$ cat config.mk
export PLATFORM = sky130hd
export DESIGN_NAME = ser_status_top
export DESIGN_NICKNAME = d
export VERILOG_FILES = /design/src/include/ser_pkg.sv /design/src/include/ser_latch_if.sv /design/src/design/ser_status_top.sv /design/src/design/ser_event_latch.sv
export SDC_FILE = /design/constraint.sdc
export NUM_CORES = 1
export LEC_CHECK = 0
export BUFFER_PORTS_ARGS = -buffer_cell sky130_fd_sc_hd__buf_2
export CAP_MARGIN = 10
export CORE_MARGIN = 1.5
export CORE_UTILIZATION = 30
export DETAILED_ROUTE_END_ITERATION = 12
export PLACE_DENSITY = 0.62
export SLEW_MARGIN = 20
export SYNTH_ARGS = -nofsm -noshare
export SYNTH_HDL_FRONTEND = slang
export SYNTH_SLANG_ARGS = --single-unit
$ cat constraint.sdc
create_clock -name i_clk_sys -period 4.1 [get_ports i_clk_sys]
set_input_delay 0.615 -clock i_clk_sys [delete_from_list [all_inputs] [get_ports i_clk_sys]]
set_output_delay 0.615 -clock i_clk_sys [all_outputs]
set_load 0.005 [all_outputs]
$ cat src/include/ser_pkg.sv
// Constants for the status and event reporting block
package ser_pkg;
	localparam int STB_W  = 8;
	localparam int STANDARD_EVENT_LATCH_W = 8;
	localparam int INSTRUMENT_EVENT_LATCH_W = 16;

	// Status byte bit positions
	localparam int STB_DSB = 3;
	localparam int STB_MAV = 4;
	localparam int STB_ESB = 5;
	localparam int STB_MSS = 6;

	// Standard event bit positions
	localparam int SES_OPC = 0;
	localparam int SES_DDE = 3;
	localparam int SES_EXE = 4;
	localparam int SES_CME = 5;
	localparam int SES_PON = 7;
	localparam logic [STANDARD_EVENT_LATCH_W-1:0] SES_USED = 8'hB9;

	// Instrument event bit positions
	localparam int DES_CMP_OVER   = 0;
	localparam int DES_CMP_PASS   = 1;
	localparam int DES_CMP_UNDER  = 2;
	localparam int DES_HALT       = 3;
	localparam int DES_STORE_CNT  = 4;
	localparam int DES_RINGING    = 5;
	localparam int DES_LIM_LOW    = 6;
	localparam int DES_LIM_HIGH   = 7;
	localparam int DES_EXT_STOP   = 8;
	localparam int DES_EXT_TRIG   = 9;
	localparam int DES_BUF_FULL   = 10;
	localparam int DES_OUT_ACTIVE = 11;
	localparam int DES_CAL_DONE   = 12;
	localparam int DES_RAMP_DONE  = 13;
	localparam int DES_STEP_DONE  = 14;
	localparam int DES_MEAS_DONE  = 15;

	// Service request mask: bit 6 not storable
	localparam logic [STB_W-1:0] SRE_WMASK = 8'hBF;

	// Reset values
	localparam logic [STB_W-1:0]  STB_RST  = 8'h00;
	localparam logic [STANDARD_EVENT_LATCH_W-1:0] STANDARD_EVENT_LATCH_RST = 8'h00;
	localparam logic [INSTRUMENT_EVENT_LATCH_W-1:0] INSTRUMENT_EVENT_LATCH_RST = 16'h0000;

	// Synchronised pin indices
	localparam int PIN_N    = 2;
	localparam int PIN_STOP = 0;
	localparam int PIN_TRIG = 1;
endpackage : ser_pkg

$ cat src/include/ser_latch_if.sv
// Carrier between the top and one event latch
`timescale 1ns/1ps
interface ser_latch_if #(
	parameter int W = 8
);
	logic [W-1:0] set;
	logic [W-1:0] clr;
	logic         clr_all;
	logic         mask_wr;
	logic [W-1:0] mask_data;
	logic [W-1:0] q;
	logic [W-1:0] mask;
	logic         summary;

	modport owner (
		output set,
		output clr,
		output clr_all,
		output mask_wr,
		output mask_data,
		input  q,
		input  mask,
		input  summary
	);

	modport latch (
		input  set,
		input  clr,
		input  clr_all,
		input  mask_wr,
		input  mask_data,
		output q,
		output mask,
		output summary
	);
endinterface : ser_latch_if

$ cat src/design/ser_status_top.sv
// Status byte, service request and event registers
`timescale 1ns/1ps
// Behaviour
// - Event bits stay set until read-cleared, clear-status or their own instrument clear; no software write.
// - Status bit 3 is the enabled OR of instrument events.
// - Status bit 4 follows message-available of the output buffer.
// - Status bit 5 is the enabled OR of standard events.
// - Status bit 6 is master summary of enabled status bits.
// - Mask bit 6 unwritable; status bits 0-2 and 7 read zero.
// - Serial poll returns byte with request flag in bit 6, then clears flag.
// - Master summary becoming one raises request flag and service request line.
// - Serial poll leaves other status bits alone.
// - Clear-status clears status byte, summary, flag and line; keeps message-available.
// - Status query clears nothing; status byte clear after reset.
// - Service request mask clears at reset and on zero write.
// - Standard events: complete, device error, exec error, command error, power-on.
// - Standard events clear at reset, clear-status and query read.
// - Standard mask clears at reset, loads written value.
// - Instrument events latch comparator, count, ringing, limiter, stop and trigger.
// - Halt bit and active bit follow the output state.
// - Buffer-full bit follows the buffer full level.
// - Calibration and ramp done bits set on done, clear on start.
// - Step bit sets on step done, clears on step start, pause or start.
// - Measure bit sets on done, clears on start or data read.
// - Instrument events clear at reset, clear-status and query read.
// - Instrument mask clears at reset, loads written value.
module ser_status_top (
	input  wire logic                        i_clk_sys,
	input  wire logic                        i_reset_n,
	input  wire logic                        i_cls,
	input  wire logic                        i_serial_poll,
	input  wire logic                        i_stb_query,
	input  wire logic                        i_esr_query,
	input  wire logic                        i_dsr_query,
	input  wire logic                        i_sre_wr,
	input  wire logic [ser_pkg::STB_W-1:0]   i_sre_data,
	input  wire logic                        i_ese_wr,
	input  wire logic [ser_pkg::STANDARD_EVENT_LATCH_W-1:0]  i_ese_data,
	input  wire logic                        i_instrument_mask_write_cmd,
	input  wire logic [ser_pkg::INSTRUMENT_EVENT_LATCH_W-1:0]  i_dse_data,
	input  wire logic                        i_msg_avail,
	input  wire logic                        i_op_complete,
	input  wire logic                        i_dev_error,
	input  wire logic                        i_exec_error,
	input  wire logic                        i_cmd_error,
	input  wire logic                        i_comparator_over,
	input  wire logic                        i_comparator_pass,
	input  wire logic                        i_comparator_under,
	input  wire logic                        i_halt_state_flag,
	input  wire logic                        i_store_count_reached,
	input  wire logic                        i_ringing_detected,
	input  wire logic                        i_lower_limiter_hit,
	input  wire logic                        i_upper_limiter_hit,
	input  wire logic                        i_external_output_stop_in,
	input  wire logic                        i_external_trigger_in,
	input  wire logic                        i_buffer_full_flag,
	input  wire logic                        i_output_active_state,
	input  wire logic                        i_calibration_done,
	input  wire logic                        i_calibration_start,
	input  wire logic                        i_ramp_done,
	input  wire logic                        i_ramp_start,
	input  wire logic                        i_ramp_step_done,
	input  wire logic                        i_ramp_step_start,
	input  wire logic                        i_ramp_pause,
	input  wire logic                        i_measure_done,
	input  wire logic                        i_measure_start,
	input  wire logic                        i_measure_read,
	output logic [ser_pkg::STB_W-1:0]        o_status_byte,
	output logic                             o_srq,
	output logic [ser_pkg::STB_W-1:0]        o_poll_byte,
	output logic                             o_poll_valid,
	output logic [ser_pkg::STB_W-1:0]        o_stb_byte,
	output logic                             o_stb_valid,
	output logic [ser_pkg::STANDARD_EVENT_LATCH_W-1:0]       o_esr_byte,
	output logic                             o_esr_valid,
	output logic [ser_pkg::INSTRUMENT_EVENT_LATCH_W-1:0]       o_dsr_word,
	output logic                             o_dsr_valid,
	output logic [ser_pkg::STB_W-1:0]        o_sre_mask,
	output logic [ser_pkg::STANDARD_EVENT_LATCH_W-1:0]       o_ese_mask,
	output logic [ser_pkg::INSTRUMENT_EVENT_LATCH_W-1:0]       o_dse_mask
);
	ser_latch_if #(.W(ser_pkg::STANDARD_EVENT_LATCH_W)) std_if ();
	ser_latch_if #(.W(ser_pkg::INSTRUMENT_EVENT_LATCH_W)) dev_if ();

	logic [ser_pkg::PIN_N-1:0]  pin_meta_q;
	logic [ser_pkg::PIN_N-1:0]  pin_sync_q;
	logic [ser_pkg::PIN_N-1:0]  pin_prev_q;
	logic [ser_pkg::PIN_N-1:0]  pin_edge;
	logic                       pon_pend_q;
	logic [ser_pkg::STB_W-1:0]  stb_q;
	logic [ser_pkg::STB_W-1:0]  stb_d;
	logic [ser_pkg::STB_W-1:0]  sre_q;
	logic [ser_pkg::STB_W-1:0]  sre_d;
	logic                       rqs_q;
	logic                       rqs_d;
	logic                       rqs_set;
	logic                       rqs_clr;
	logic                       mss_d;
	logic                       dsb_d;
	logic                       esb_d;
	logic [ser_pkg::STANDARD_EVENT_LATCH_W-1:0] std_set;
	logic [ser_pkg::INSTRUMENT_EVENT_LATCH_W-1:0] dev_set;
	logic [ser_pkg::INSTRUMENT_EVENT_LATCH_W-1:0] dev_clr;

	ser_event_latch #(.W(ser_pkg::STANDARD_EVENT_LATCH_W)) u_std_latch (
		.i_clk_sys (i_clk_sys),
		.i_reset_n (i_reset_n),
		.bus       (std_if.latch)
	);

	ser_event_latch #(.W(ser_pkg::INSTRUMENT_EVENT_LATCH_W)) u_dev_latch (
		.i_clk_sys (i_clk_sys),
		.i_reset_n (i_reset_n),
		.bus       (dev_if.latch)
	);

	// Pin synchronisers and rising edges
	always_ff @(posedge i_clk_sys or negedge i_reset_n)
	begin
		if (!i_reset_n)
		begin
			pin_meta_q <= '0;
			pin_sync_q <= '0;
			pin_prev_q <= '0;
		end
		else
		begin
			pin_meta_q <= {i_external_trigger_in, i_external_output_stop_in};
			pin_sync_q <= pin_meta_q;
			pin_prev_q <= pin_sync_q;
		end
	end

	assign pin_edge = pin_sync_q & ~pin_prev_q;

	always_ff @(posedge i_clk_sys or negedge i_reset_n)
	begin
		if (!i_reset_n)
			pon_pend_q <= 1'b1;
		else
			pon_pend_q <= 1'b0;
	end

	always_comb
	begin
		std_set                   = '0;
		std_set[ser_pkg::SES_OPC] = i_op_complete;
		std_set[ser_pkg::SES_DDE] = i_dev_error;
		std_set[ser_pkg::SES_EXE] = i_exec_error;
		std_set[ser_pkg::SES_CME] = i_cmd_error;
		std_set[ser_pkg::SES_PON] = pon_pend_q;
	end

	assign std_if.set       = std_set & ser_pkg::SES_USED;
	assign std_if.clr       = '0;
	assign std_if.clr_all   = i_cls | i_esr_query;
	assign std_if.mask_wr   = i_ese_wr;
	assign std_if.mask_data = i_ese_data;

	always_comb
	begin
		dev_set                          = '0;
		dev_set[ser_pkg::DES_CMP_OVER]   = i_comparator_over;
		dev_set[ser_pkg::DES_CMP_PASS]   = i_comparator_pass;
		dev_set[ser_pkg::DES_CMP_UNDER]  = i_comparator_under;
		dev_set[ser_pkg::DES_STORE_CNT]  = i_store_count_reached;
		dev_set[ser_pkg::DES_RINGING]    = i_ringing_detected;
		dev_set[ser_pkg::DES_LIM_LOW]    = i_lower_limiter_hit;
		dev_set[ser_pkg::DES_LIM_HIGH]   = i_upper_limiter_hit;
		dev_set[ser_pkg::DES_EXT_STOP]   = pin_edge[ser_pkg::PIN_STOP];
		dev_set[ser_pkg::DES_EXT_TRIG]   = pin_edge[ser_pkg::PIN_TRIG];
		dev_set[ser_pkg::DES_HALT]       = i_halt_state_flag;
		dev_set[ser_pkg::DES_OUT_ACTIVE] = i_output_active_state;
		dev_set[ser_pkg::DES_BUF_FULL]   = i_buffer_full_flag;
		dev_set[ser_pkg::DES_CAL_DONE]   = i_calibration_done;
		dev_set[ser_pkg::DES_RAMP_DONE]  = i_ramp_done;
		dev_set[ser_pkg::DES_STEP_DONE]  = i_ramp_step_done;
		dev_set[ser_pkg::DES_MEAS_DONE]  = i_measure_done;
	end

	always_comb
	begin
		dev_clr                          = '0;
		dev_clr[ser_pkg::DES_HALT]       = ~i_halt_state_flag;
		dev_clr[ser_pkg::DES_OUT_ACTIVE] = ~i_output_active_state;
		dev_clr[ser_pkg::DES_BUF_FULL]   = ~i_buffer_full_flag;
		dev_clr[ser_pkg::DES_CAL_DONE]   = i_calibration_start;
		dev_clr[ser_pkg::DES_RAMP_DONE]  = i_ramp_start;
		dev_clr[ser_pkg::DES_STEP_DONE]  = i_ramp_step_start | i_ramp_pause | i_ramp_start;
		dev_clr[ser_pkg::DES_MEAS_DONE]  = i_measure_start | i_measure_read;
	end

	assign dev_if.set       = dev_set;
	assign dev_if.clr       = dev_clr;
	assign dev_if.clr_all   = i_cls | i_dsr_query;
	assign dev_if.mask_wr   = i_instrument_mask_write_cmd;
	assign dev_if.mask_data = i_dse_data;

	assign sre_d = i_sre_wr ? (i_sre_data & ser_pkg::SRE_WMASK) : sre_q;

	assign dsb_d = dev_if.summary & ~(i_cls | i_dsr_query);
	assign esb_d = std_if.summary & ~(i_cls | i_esr_query);

	always_comb
	begin
		stb_d                   = ser_pkg::STB_RST;
		stb_d[ser_pkg::STB_DSB] = dsb_d;
		stb_d[ser_pkg::STB_MAV] = i_msg_avail;
		stb_d[ser_pkg::STB_ESB] = esb_d;
		mss_d                   = |(stb_d & sre_d);
		stb_d[ser_pkg::STB_MSS] = mss_d;
	end

	assign rqs_set = mss_d & ~stb_q[ser_pkg::STB_MSS];
	assign rqs_clr = i_serial_poll | i_cls;
	assign rqs_d   = rqs_set | (rqs_q & ~rqs_clr);

	always_ff @(posedge i_clk_sys or negedge i_reset_n)
	begin
		if (!i_reset_n)
		begin
			stb_q <= ser_pkg::STB_RST;
			sre_q <= ser_pkg::STB_RST;
			rqs_q <= 1'b0;
		end
		else
		begin
			stb_q <= stb_d;
			sre_q <= sre_d;
			rqs_q <= rqs_d;
		end
	end

	always_ff @(posedge i_clk_sys or negedge i_reset_n)
	begin
		if (!i_reset_n)
		begin
			o_poll_byte  <= ser_pkg::STB_RST;
			o_poll_valid <= 1'b0;
			o_stb_byte   <= ser_pkg::STB_RST;
			o_stb_valid  <= 1'b0;
			o_esr_byte   <= ser_pkg::STANDARD_EVENT_LATCH_RST;
			o_esr_valid  <= 1'b0;
			o_dsr_word   <= ser_pkg::INSTRUMENT_EVENT_LATCH_RST;
			o_dsr_valid  <= 1'b0;
		end
		else
		begin
			o_poll_valid <= i_serial_poll;
			o_stb_valid  <= i_stb_query;
			o_esr_valid  <= i_esr_query;
			o_dsr_valid  <= i_dsr_query;
			if (i_serial_poll)
				o_poll_byte <= {stb_q[7], rqs_q, stb_q[5:0]};
			if (i_stb_query)
				o_stb_byte <= stb_q;
			if (i_esr_query)
				o_esr_byte <= std_if.q;
			if (i_dsr_query)
				o_dsr_word <= dev_if.q;
		end
	end

	assign o_status_byte = stb_q;
	assign o_srq         = rqs_q;
	assign o_sre_mask    = sre_q;
	assign o_ese_mask    = std_if.mask;
	assign o_dse_mask    = dev_if.mask;
endmodule : ser_status_top

$ cat src/design/ser_event_latch.sv
// Event register with its enable mask and summary
`timescale 1ns/1ps
module ser_event_latch #(
	parameter int W = 8
) (
	input  wire logic i_clk_sys,
	input  wire logic i_reset_n,
	ser_latch_if.latch bus
);
	logic [W-1:0] q_q;
	logic [W-1:0] q_d;
	logic [W-1:0] mask_q;
	logic [W-1:0] mask_d;
	logic [W-1:0] keep;

	assign keep   = ~bus.clr & {W{~bus.clr_all}};
	assign q_d    = (q_q & keep) | bus.set;
	assign mask_d = bus.mask_wr ? bus.mask_data : mask_q;

	always_ff @(posedge i_clk_sys or negedge i_reset_n)
	begin
		if (!i_reset_n)
		begin
			q_q    <= '0;
			mask_q <= '0;
		end
		else
		begin
			q_q    <= q_d;
			mask_q <= mask_d;
		end
	end

	assign bus.q       = q_q;
	assign bus.mask    = mask_q;
	assign bus.summary = |(q_q & mask_q);
endmodule : ser_event_latch

==> results_tabular.tex <==
\begin{tabular}{lr}
\hline
Metric & Value \\
\hline
\multicolumn{2}{l}{\textbf{Drt}} \\
\quad Via/cell ratio & 4.364 \\
\quad Routed wire length per instance & 14.93 µm \\
\quad Number of DRC violations after detailed-routing iteration 0 & 40 \\
\quad TritonRoute pass-1 iters & 4 \\
\quad Post-detailed-route DRC marker count & 0 \\
\quad Routed wire length & 8374 µm \\
\quad Post-DRT Antenna Nets & 0 \\
\quad Vias post-DR & 2448 \\
\multicolumn{2}{l}{\textbf{Critical path}} \\
\quad Max FO, Critical Path & 3 \\
\quad Crit path arrival time & between 1500 and 2000 ps \\
\quad CP endpoint kind & flop \\
\quad Worst reg2reg path startpoint & u\_dev\_latch.bus.q[5]\$\_DFF\_PN0\_ \\
\quad Cell depth of the worst flop-to-flop path & 5 \\
\quad Crit Reg-Reg Endpoint & o\_srq\$\_DFF\_PN0\_ \\
\quad Nature of the critical path startpoint & flop \\
\quad Kind of critical path & flop to flop \\
\quad Critical path data required time & 4330 ps \\
\quad Register-to-register path setup slack & 2360 ps \\
\multicolumn{2}{l}{\textbf{Final layout}} \\
\quad Number of filler cells placed in the layout & 1215 \\
\quad Sequential cell area in the final layout & 2579 µm² \\
\quad Utilization after layout & 39.55\% \\
\quad Diode insertion count for antenna repair & 0 \\
\quad Number of nets in the final layout & 454 \\
\quad Most common cell after layout, fill and taps aside & buf\_2 \\
\quad Final std cell area, no fill & 4951 µm² \\
\quad Area added between synthesis and finish & 29.40\% \\
\quad Most frequent cells in the layout & buf\_2, dfrtp\_1, mux2\_2, conb\_1, a21o\_1 \\
\quad Fraction of final layout cells with drive strength greater than 1 & 57.58\% \\
\quad Post-layout instance count excluding filler cells & $\sim$560 \\
\quad Footprint of the multi-input gates & 1126 µm² \\
\multicolumn{2}{l}{\textbf{Logic synthesis}} \\
\quad Synth warn & 0 \\
\quad Share of flip-flops with an asynchronous set or reset after synthesis & 100.0\% \\
\quad Sequential cell area fraction in the yosys report & 67.40\% \\
\quad Number of standard cells after synthesis & 244 \\
\quad Count of state elements after synthesis & roughly 100 \\
\quad Distinct cell type count of the synthesized netlist & 26 \\
\quad Synth Flop Type & dfrtp\_1 \\
\quad Average instance area after synthesis & about 16 µm² \\
\quad Synthesized cell area & 3826 µm² \\
\quad Fraction of post-synthesis cell area in the top cell type by area & between 60 and 70\% \\
\quad Dominant cell type by area after synthesis & dfrtp\_1 \\
\quad Post-synth EDFFs & 0 \\
\quad Main area contributors after synthesis & dfrtp\_1, mux2\_2, a21o\_1 \\
\multicolumn{2}{l}{\textbf{Placement}} \\
\quad Placed standard-cell area & 4652 µm² \\
\quad Final HPWL from detailed placement & 6242 µm \\
\quad Port Buffer Count & 139 \\
\quad Placed Cells incl. Taps & 546 \\
\quad Routability congestion estimate from global placement & 0.7135 \\
\quad Placement-stage worst setup slack & 1965 ps \\
\multicolumn{2}{l}{\textbf{GRT}} \\
\quad Global router's overall resource usage & 13.19\% \\
\quad Overflow left after global routing & 0 \\
\quad Global-route wire length before repair & 13100 µm \\
\quad Vias in the first global route & about 2500 \\
\quad Pin count of the biggest net entering global routing & 41 \\
\quad Number of antenna violations at the first check in global routing & 2 \\
\multicolumn{2}{l}{\textbf{Timing}} \\
\quad Worst setup margin & approximately 2400 ps \\
\quad Max-slew headroom & 37.50\% \\
\quad Transition time of the tightest slew-check pin & 934.1 ps \\
\quad Number of endpoints with negative hold slack in the final report & 0 \\
\quad Worst clock skew & approximately 6.0 ps \\
\quad Unrepaired setup endpoints after global routing & no \\
\quad Max frequency & 575.4 MHz \\
\quad Final setup fails & 0 \\
\quad Worst hold margin & $\sim$210 ps \\
\quad Final period utilization & a little over two fifths \\
\quad Accumulated negative setup slack & 0 ps \\
\quad Final-report max-slew violation count & 0 \\
\quad Clock period minus final worst setup slack & 1738 ps \\
\multicolumn{2}{l}{\textbf{Pwr}} \\
\quad Static leakage & 2.441 nW \\
\quad Max rail drop VDD & 0.1709 mV \\
\quad Total power density per cell area & 458.5 nW/µm² \\
\quad Total power of the final layout & roughly 2.3 mW \\
\multicolumn{2}{l}{\textbf{Hold path}} \\
\quad Worst hold path class & input port to async pin \\
\multicolumn{2}{l}{\textbf{Die}} \\
\quad Total die area & 13440 µm² \\
\quad Die extent in y & 115.9 µm \\
\quad Placeable core region & 12520 µm² \\
\quad Starting Density & 30.57\% \\
\quad Number of top-level pins & 154 \\
\quad Die extent in x & 115.9 µm \\
\quad Cell row count & 41 \\
\multicolumn{2}{l}{\textbf{Clock tree}} \\
\quad H-tree level count & 3 \\
\quad Worst skew pair latency & about 340 ps \\
\quad Clock tree from TritonCTS & yes \\
\quad Clock transition time at the flip-flop clock pins of the worst setup and hold paths & 70 ps \\
\quad Inserted Clock Buffers & 9 \\
\quad Clock tree root driver cell & clkbuf\_16 \\
\quad Total of cells resized after clock tree synthesis & 0 \\
\quad Number of hold buffers added after cts & 0 \\
\quad CTS Sinks & between 100 and 150 \\
\quad Post CTS Setup Buffer Count & 0 \\
\quad Maximum buffer depth of the clock tree & 2 \\
\multicolumn{2}{l}{\textbf{Job}} \\
\quad Number of max-capacitance violations reported & 0 \\
\multicolumn{2}{l}{\textbf{Run status}} \\
\quad Result of the run & completed \\
\hline
\end{tabular}
-- kinds of logic (layout without fill, tap and decap cells) --
family	count (synthesis)	after routing	share of synthesized area (%)
AO/OA/AOI/OAI	34	34	7.521
buffers and inverters	29	161	4.447
flip-flops	103	103	67.40
multiplexers	63	63	18.71
other	1	14	0.09801
AND/OR/NAND/NOR	14	14	1.832
-- final cells by class --
| type | instances | area share [%] |
|---|---|---|
| Inverter | 5 | 0.3791 |
| Clock buffer | 12 | 5.181 |
| Sequential cell | 103 | 52.08 |
| Multi-Input combinational cell | 125 | 22.74 |
| Timing Repair Buffer | 141 | 14.40 |
| Tap cell | 172 | 4.347 |
| Clock inverter | 3 | 0.8592 |
-- sequential cells by signal, summed over array words and instances, names as in the netlist, 4 cells and up --
register / cells
o_dsr_word: 16
u_dev_latch.bus.mask: 16
u_dev_latch.bus.q: 16
o_esr_byte: 8
u_std_latch.bus.mask: 8
u_std_latch.bus.q: 8
o_sre_mask: 7
o_poll_byte: 4
o_status_byte: 4
o_stb_byte: 4
-- cells in the mapped netlist (2+ instances only) --
cell type	instances
buf_4	13
inv_1	5
nor3_1	2
clkbuf_1	6
dfrtp_1	102
nand2_1	2
o21ai_0	2
a31o_2	3
nor2_1	5
mux2_4	2
a22o_1	5
buf_2	4
a221oi_1	4
and2_1	3
mux2_2	60
a22oi_1	4
a21o_1	13
-- worst max path at each step --
stage                                              startpoint                               to  slack, ps  cells after the start
after floorplan                                      i_sre_wr                  o_srq$_DFF_PN0_       2460                      5
after global placement                            i_dsr_query  u_dev_latch.bus.q[15]$_DFF_PN0_       2010                      3
after detailed placement                          i_dsr_query  u_dev_latch.bus.q[15]$_DFF_PN0_       1970                      3
after CTS                      u_dev_latch.bus.q[5]$_DFF_PN0_                  o_srq$_DFF_PN0_       2290                      5
after global routing      u_dev_latch.bus.mask[4]$_DFFE_PN0P_                  o_srq$_DFF_PN0_       2250                      5
final                          u_dev_latch.bus.q[5]$_DFF_PN0_                  o_srq$_DFF_PN0_       2360                      5
-- critical path, stage by stage, from the launching register on --
cell and delay [ps]:
dfrtp_1 420, a22o_1 230, a221oi_1 300, and4_1 330, o41ai_2 100, a22o_1 250
-- where the power goes --
group	switching, mW	internal [mW]	total, mW
clock network	0.349	0.502	0.851
logic	0.115	0.145	0.260
registers	0.0553	1.10	1.16
-- routing by layer --
metal  share of wire (%)  track usage, %  vias up
met4                 2.3           6.911        0
met5                   0               0        -
met3                 7.3           4.184       13
met1                  44           16.41     1211
li1                    -               -     1119
met2                  46           20.59      105
Power figures use the tool's default switching activity.
